**src/timer_pkg.sv**
```systemverilog
// constants shared by the reloading down-counter timer
// assumes a single 25 MHz core clock; no other package is needed
package timer_pkg;

  localparam int unsigned BYTE_W     = 8;
  localparam int unsigned COUNT_W    = 16;
  localparam int unsigned SYNC_W     = 15;

  // select codes, high bit first
  localparam logic [1:0] SEL_CNT_LO  = 2'h0;
  localparam logic [1:0] SEL_CNT_HI  = 2'h1;
  localparam logic [1:0] SEL_LAT_LO  = 2'h2;
  localparam logic [1:0] SEL_LAT_HI  = 2'h3;

  // write_not_read levels
  localparam logic       WNR_READ    = 1'b1;
  localparam logic       WNR_WRITE   = 1'b0;

  // mode input levels
  localparam logic       MODE_ONESHOT = 1'b0;
  localparam logic       MODE_CONT    = 1'b1;

  // values after reset, plus counter zero and one
  localparam logic [7:0]  LATCH_RST  = 8'h00;
  localparam logic [15:0] COUNT_RST  = 16'h0000;
  localparam logic [15:0] COUNT_ZERO = 16'h0000;
  localparam logic [15:0] COUNT_ONE  = 16'h0001;
  localparam logic [7:0]  BUS_RST    = 8'h00;
  localparam logic        TOGGLE_RST = 1'b0;

  // clock and pulse timing
  localparam int unsigned CLK_PERIOD_NS  = 40;
  localparam int unsigned SET_PULSE_CYC  = 1;
  localparam int unsigned CLR_PULSE_CYC  = 1;

  typedef enum logic [1:0] {
    ST_BLOCKED,
    ST_ARMED,
    ST_SPENT
  } irq_state_t;

endpackage

```
**src/sync2.sv**
```systemverilog
// two-flop synchroniser for a bundle of pin levels
// assumes the bundle bits are independent levels; clocked on the falling edge
`timescale 1ns/1ns
`default_nettype none
module sync2 #(
  parameter int unsigned W = 1
) (
  // clock and reset
  input  wire logic         core_clk_i,
  input  wire logic         reset_i,
  // levels
  input  wire logic [W-1:0] async_i,
  output logic      [W-1:0] sync_o
);

  logic [W-1:0] meta_q;

  always_ff @(negedge core_clk_i or posedge reset_i)
  begin
    if (reset_i)
    begin
      meta_q <= '0;
      sync_o <= '0;
    end
    else
    begin
      meta_q <= async_i;
      sync_o <= meta_q;
    end
  end

endmodule
`default_nettype wire

```
**src/reloading_down_counter_timer.sv**
```systemverilog
// 16-bit reloading down-counter timer with byte-wide processor port
// assumes pins arrive asynchronously and are synchronised here; all state moves
// on the falling edge of core_clk_i
`timescale 1ns/1ns
`default_nettype none

// Operation
// two byte reload latches feed 16-bit counter
// loaded counter decrements once per clock
// zero with interrupts unblocked pulses set low
// zero reloads counter from latches, keeps counting
// one-shot: only first zero interrupts until reload
// continuous: every zero reloads and interrupts
// continuous: toggle starts low, inverts each zero
// one-shot toggles once; high-count write forces low
// mode low one-shot, high continuous
// write_not_read high reads, low writes
// select 00/01/10/11 reads counter lo/hi, latch lo/hi
// select bit0 low writes low latch only
// 01 writes high latch and loads; 11 latch only
// high-count load starts new countdown
// clear pulse on low-count read, high writes
// deselected: bus released, latch writes ignored
// timer reset clears flags, keeps counter, blocks
// after reset counter write re-enables interrupts
// timer reset drives toggle low
// state updates on clock falling edge
// drive data bus only during reads
// count only while count enable low
// set pulse lasts exactly one clock
// timer reset acts while held
// other reads have no side effect
module reloading_down_counter_timer #(
  parameter int unsigned COUNT_W = timer_pkg::COUNT_W,
  parameter int unsigned BYTE_W  = timer_pkg::BYTE_W
) (
  // clock and reset
  input  wire logic              core_clk_i,
  input  wire logic              reset_i,
  // processor port
  input  wire logic [1:0]        reg_select_i,
  input  wire logic              write_not_read_i,
  input  wire logic              cell_select_i,
  input  wire logic [BYTE_W-1:0] data_bus_i,
  output logic      [BYTE_W-1:0] data_bus_o,
  output logic                   data_bus_oe_o,
  // timer control
  input  wire logic              timer_reset_n_i,
  input  wire logic              mode_i,
  input  wire logic              count_enable_n_i,
  // timer outputs
  output logic                   irq_set_pulse_n_o,
  output logic                   irq_clear_pulse_n_o,
  output logic                   toggle_out_o
);

  // synchronised pins
  logic [timer_pkg::SYNC_W-1:0] pins_s;
  logic [1:0]                   sel_s;
  logic                         wnr_s;
  logic                         cs_s;
  logic [BYTE_W-1:0]            data_s;
  logic                         trst_n_s;
  logic                         mode_s;
  logic                         cen_n_s;

  // state
  logic                         cs_d1_q;
  logic [BYTE_W-1:0]            lat_lo_q;
  logic [BYTE_W-1:0]            lat_hi_q;
  logic [COUNT_W-1:0]           cnt_q;
  logic [COUNT_W-1:0]           cnt_d;
  timer_pkg::irq_state_t        state_q;
  timer_pkg::irq_state_t        state_d;

  // decode
  wire                          access_w;
  wire                          rd_w;
  wire                          wr_w;
  wire                          wr_lat_lo_w;
  wire                          wr_lat_hi_w;
  wire                          load_w;
  wire                          clr_pulse_w;
  wire                          tick_w;
  wire                          zero_w;
  wire                          irq_fire_w;
  wire                          rd_drive_w;
  wire [BYTE_W-1:0]             rd_data_w;
  wire [COUNT_W-1:0]            reload_w;

  sync2 #(
    .W (timer_pkg::SYNC_W)
  ) u_pin_sync (
    .core_clk_i (core_clk_i),
    .reset_i    (reset_i),
    .async_i    ({reg_select_i, write_not_read_i, cell_select_i, data_bus_i,
                  timer_reset_n_i, mode_i, count_enable_n_i}),
    .sync_o     (pins_s)
  );

  assign {sel_s, wnr_s, cs_s, data_s, trst_n_s, mode_s, cen_n_s} = pins_s;

  // read source selection
  function automatic logic [BYTE_W-1:0] read_mux(
    input logic [1:0]         sel,
    input logic [COUNT_W-1:0] cnt,
    input logic [BYTE_W-1:0]  lo,
    input logic [BYTE_W-1:0]  hi
  );
    logic [BYTE_W-1:0] r;
    r = lo;
    unique case (sel)
      timer_pkg::SEL_CNT_LO: r = cnt[BYTE_W-1:0];
      timer_pkg::SEL_CNT_HI: r = cnt[COUNT_W-1:BYTE_W];
      timer_pkg::SEL_LAT_LO: r = lo;
      timer_pkg::SEL_LAT_HI: r = hi;
    endcase
    return r;
  endfunction

  // one access per rising cell select; nothing happens while deselected
  assign access_w    = cs_s & ~cs_d1_q;
  assign rd_w        = access_w & (wnr_s == timer_pkg::WNR_READ);
  assign wr_w        = access_w & (wnr_s == timer_pkg::WNR_WRITE);
  assign wr_lat_lo_w = wr_w & ~sel_s[0];
  assign wr_lat_hi_w = wr_w & sel_s[0];
  assign load_w      = wr_w & (sel_s == timer_pkg::SEL_CNT_HI);
  assign clr_pulse_w = (rd_w & (sel_s == timer_pkg::SEL_CNT_LO)) | wr_lat_hi_w;
  assign rd_drive_w  = cs_s & (wnr_s == timer_pkg::WNR_READ);
  assign rd_data_w   = read_mux(sel_s, cnt_q, lat_lo_q, lat_hi_q);

  // counting
  assign tick_w      = ~cen_n_s;
  assign zero_w      = tick_w & (cnt_q == timer_pkg::COUNT_ZERO) & ~load_w;
  assign reload_w    = {lat_hi_q, lat_lo_q};
  assign irq_fire_w  = zero_w & (state_q == timer_pkg::ST_ARMED) & trst_n_s;

  always_comb
  begin
    cnt_d = cnt_q;
    if (load_w)
      cnt_d = {data_s, lat_lo_q};
    else if (zero_w)
      cnt_d = reload_w;
    else if (tick_w)
      cnt_d = cnt_q - timer_pkg::COUNT_ONE;
  end

  always_comb
  begin
    state_d = state_q;
    unique case (state_q)
      timer_pkg::ST_BLOCKED: if (load_w) state_d = timer_pkg::ST_ARMED;
      timer_pkg::ST_ARMED:
        if (load_w)
          state_d = timer_pkg::ST_ARMED;
        else if (irq_fire_w && mode_s == timer_pkg::MODE_ONESHOT)
          state_d = timer_pkg::ST_SPENT;
      timer_pkg::ST_SPENT:   if (load_w) state_d = timer_pkg::ST_ARMED;
      default:               state_d = timer_pkg::ST_BLOCKED;
    endcase
    if (!trst_n_s)
      state_d = timer_pkg::ST_BLOCKED;
  end

  always_ff @(negedge core_clk_i or posedge reset_i)
  begin
    if (reset_i)
    begin
      cs_d1_q  <= 1'b0;
      lat_lo_q <= timer_pkg::LATCH_RST;
      lat_hi_q <= timer_pkg::LATCH_RST;
      cnt_q    <= timer_pkg::COUNT_RST;
      state_q  <= timer_pkg::ST_BLOCKED;
    end
    else
    begin
      cs_d1_q  <= cs_s;
      if (wr_lat_lo_w)
        lat_lo_q <= data_s;
      if (wr_lat_hi_w)
        lat_hi_q <= data_s;
      cnt_q    <= cnt_d;
      state_q  <= state_d;
    end
  end

  // outputs, all registered
  always_ff @(negedge core_clk_i or posedge reset_i)
  begin
    if (reset_i)
    begin
      irq_set_pulse_n_o   <= 1'b1;
      irq_clear_pulse_n_o <= 1'b1;
      toggle_out_o        <= timer_pkg::TOGGLE_RST;
      data_bus_o          <= timer_pkg::BUS_RST;
      data_bus_oe_o       <= 1'b0;
    end
    else
    begin
      irq_set_pulse_n_o   <= ~irq_fire_w;
      irq_clear_pulse_n_o <= ~clr_pulse_w;
      data_bus_o          <= rd_data_w;
      data_bus_oe_o       <= rd_drive_w;
      if (!trst_n_s || load_w)
        toggle_out_o <= timer_pkg::TOGGLE_RST;
      else if (irq_fire_w)
        toggle_out_o <= ~toggle_out_o;
    end
  end
endmodule
`default_nettype wire

```
**config.mk**
```make
export PLATFORM = sky130hd
export DESIGN_NAME = reloading_down_counter_timer
export DESIGN_NICKNAME = d
export VERILOG_FILES = /design/src/timer_pkg.sv /design/src/sync2.sv /design/src/reloading_down_counter_timer.sv
export SDC_FILE = /design/constraint.sdc
export NUM_CORES = 1
export LEC_CHECK = 0
export BUFFER_PORTS_ARGS = -buffer_cell sky130_fd_sc_hd__buf_2
export CAP_MARGIN = 20
export CORE_UTILIZATION = 55
export CTS_CLUSTER_SIZE = 16
export DETAILED_ROUTE_END_ITERATION = 10
export PLACE_DENSITY_LB_ADDON = 0.05
export REMOVE_ABC_BUFFERS = 1
export SETUP_SLACK_MARGIN = 0.05
export SYNTH_ARGS = -nofsm -noshare
export SYNTH_HDL_FRONTEND = slang
export SYNTH_SLANG_ARGS = --single-unit
export TNS_END_PERCENT = 30
```
**constraint.sdc**
```tcl
create_clock -name core_clk_i -period 2.9 [get_ports core_clk_i]
set_clock_uncertainty 0.15 [all_clocks]
set_input_delay 0.29 -clock core_clk_i [delete_from_list [all_inputs] [get_ports core_clk_i]]
set_output_delay 0.29 -clock core_clk_i [all_outputs]
set_load 0.1 [all_outputs]
```
==> metrics.txt <==
layout cells sized above 1 30.8%; aggregate global routing overflow 0; final worst setup slack -75.2 ps; Worst VDD drop 0.476 mV; slowest stage delay, CP 540 ps; CTS root buf clkbuf_8; Starting DRT DRC Count 203; cell taking the most area after synthesis dfrtn_1; cts-stage hold buffer count 0; HPWL Detailed 4550 um; critical path launch point irq_clear_pulse_n_o; vias in the first global route 2130; post-CTS sizing 0; Worst-path clk slew 50 ps; met3 Usage GRT 5.35%; Final Slew Violations 0; DRC Markers 0; die area 6160 um2; H-tree depth 3; CTS Buf Count 9; EDFF count, synth 0; worst slew pin tran 779 ps; crit-path cells buf_12; # IOs 29; Arr. time, crit path 2540 ps; Critical Path Start Type flop; Place WS 307 ps; initial antenna violation count 0; CTS tree done; Max-slew headroom 47.6%; Post-synth ARST share 100%; CP Max Fanout 1; Rows 27; met2 usage 36.5%; Starting Density 57.7%; Mapped Cells 255; overall routing resource usage 24.1%; final setup violation count 3; clock latency on the worst-skew pair 330 ps; Mapped Area 3220 um2; worst hold-check path type reg -> reg; total wire length 6370 um; Data required, critical path 2460 ps; Pwr per Cell Area 796 nW/um2; core region area 5570 um2; Die Width 78.5 um; layout overhead on the synthesized area 19.9%; failing checks setup timing; Reg2Reg Setup Slack 310 ps; delay-heaviest family, CP flip-flops; Inserted Diodes 0; Vias 2213; Synth Warn # 0; Die Y 78.5 um; top cells by area, synth dfrtn_1 58%, mux2_2 6.7%, mux4_2 5.6%; largest net degree at the start of global routing 48; Distinct cells, synth 50; grt peak-use layer met2; Pleak 1.67 nW; Clock Sinks 77; unrepaired setup endpoints after global routing yes; Setup CP Type reg -> out; post-synth top area share 58.3%; type of element capturing the critical path output pin; vias per cell 5.96; max_cap viols 0; PortBufs 28; Hold Vio Cnt, Final 0; grt met1 use 34.3%; hold_sp u_pin_sync.meta_q[12]; Critical-path top delay cell dfstp_2; Pre-antenna DRT Iters 4; Final Wtd Congestion 0.917; first-pass GRT wire length 10900 um; outcome finished, violations left; Layout Nets 313; Crit path buffers/inverters 1; top_reg_cell synth dfrtn_1; antenna-violating nets left 0; TNS Setup -149 ps; wire per inst 17.2 um; mean area per synthesized cell 12.6 um2; clk buf depth 2; Yosys reg bits 77; Seq/Total Area, Yosys 60.0%; worst r2r src cnt_q[0]
path summary, 6_finish.rpt:
kind | cells after the start | end
max reg2reg | 8 | cnt_q[5]
min | 0 | u_pin_sync.sync_o[12]
min reg2reg | 0 | u_pin_sync.sync_o[12]
min in group asynchronous | 3 | u_pin_sync.meta_q[7]
max in group asynchronous | 3 | irq_set_pulse_n_o
max | 1 | irq_clear_pulse_n_o
final cells by class:
| type | instances | area, um2 |
|---|---|---|
| repair buffers | 41 | 443 |
| inverters | 9 | 33.8 |
| fillers | 417 | 1720 |
| multi-input cells | 154 | 1180 |
| well taps | 72 | 90.1 |
| clock buffers | 10 | 138 |
| clock inverters | 8 | 42.5 |
| flip-flops and latches | 77 | 1930 |
kinds of logic after synthesis:
kind of cell / after synthesis / share of synthesized area [%]
mux: 28 / 12.6
buf+inv: 24 / 3.34
simple gates: 76 / 13.7
fa+ha+maj: 2 / 0.778
xor+xnor: 1 / 0.272
flops: 77 / 60.0
compound gates: 47 / 9.34
metrics by stage:
stage	power [mW]	cell area, um2	utilization (%)	hold WS (ps)	instances
finish	3.07	3860	69.2	144	371
CTS	3.08	3850	69.0	145	370
floorplan	2.03	3150	-	142	241
global route	3.22	3860	69.2	148	371
detailed placement	2.38	3670	65.9	145	353
global placement	2.35	3670	65.9	143	353
cells in the mapped netlist, drive strengths merged, types with 2 or more instances:
cell / instances
dfrtn: 75
nand2: 15
a21oi: 9
nor4: 5
a31oi: 7
nor3: 10
a22oi: 5
o22ai: 2
inv: 10
nor3b: 2
mux2: 19
o21ai: 13
mux4: 8
nor2: 16
buf: 5
or4: 6
ha: 2
dfstp: 2
clkbuf: 9
nand4: 4
nand3: 8
registers in the layout, indices dropped and copies added (netlist names):
| signal | count |
|---|---|
| irq_clear_pulse_n_o | 1 |
| lat_lo_q | 8 |
| data_bus_oe_o | 1 |
| cnt_q | 16 |
| toggle_out_o | 1 |
| cs_d1_q | 1 |
| data_bus_o | 8 |
| irq_set_pulse_n_o | 1 |
| u_pin_sync.meta_q | 15 |
| u_pin_sync.sync_o | 15 |
| lat_hi_q | 8 |
| state_q | 2 |
metal layers:
metal / vias up / routed length, um / share of wire, %
met4: 0 / 97 / 1.5
met3: 10 / 432 / 6.8
met1: 1091 / 2880 / 45
met5: - / 0 / 0
li1: 1022 / - / -
met2: 90 / 2960 / 47
cells in the final DEF (no fill, tap or decap), drive strengths merged, types with 9 or more instances in the layout:
| cell | instances |
|---|---|
| a21oi | 9 |
| buf | 41 |
| nor2 | 16 |
| inv | 15 |
| mux2 | 19 |
| nand2 | 15 |
| dfrtn | 75 |
| nor3 | 10 |
| clkbuf | 10 |
| o21ai | 13 |
report_power, final:
part / internal, mW / switching [mW]
combinational: 0.369 / 0.491
clock: 0.335 / 0.379
sequential: 1.28 / 0.216
repair_timing:
| action | CTS | global route |
|---|---|---|
| endpoints found under the setup margin | 7 | 12 |
| endpoints found under the hold margin | 0 | 0 |
| buffers inserted | 0 | 1 |
(Power assumes the default switching activity.)
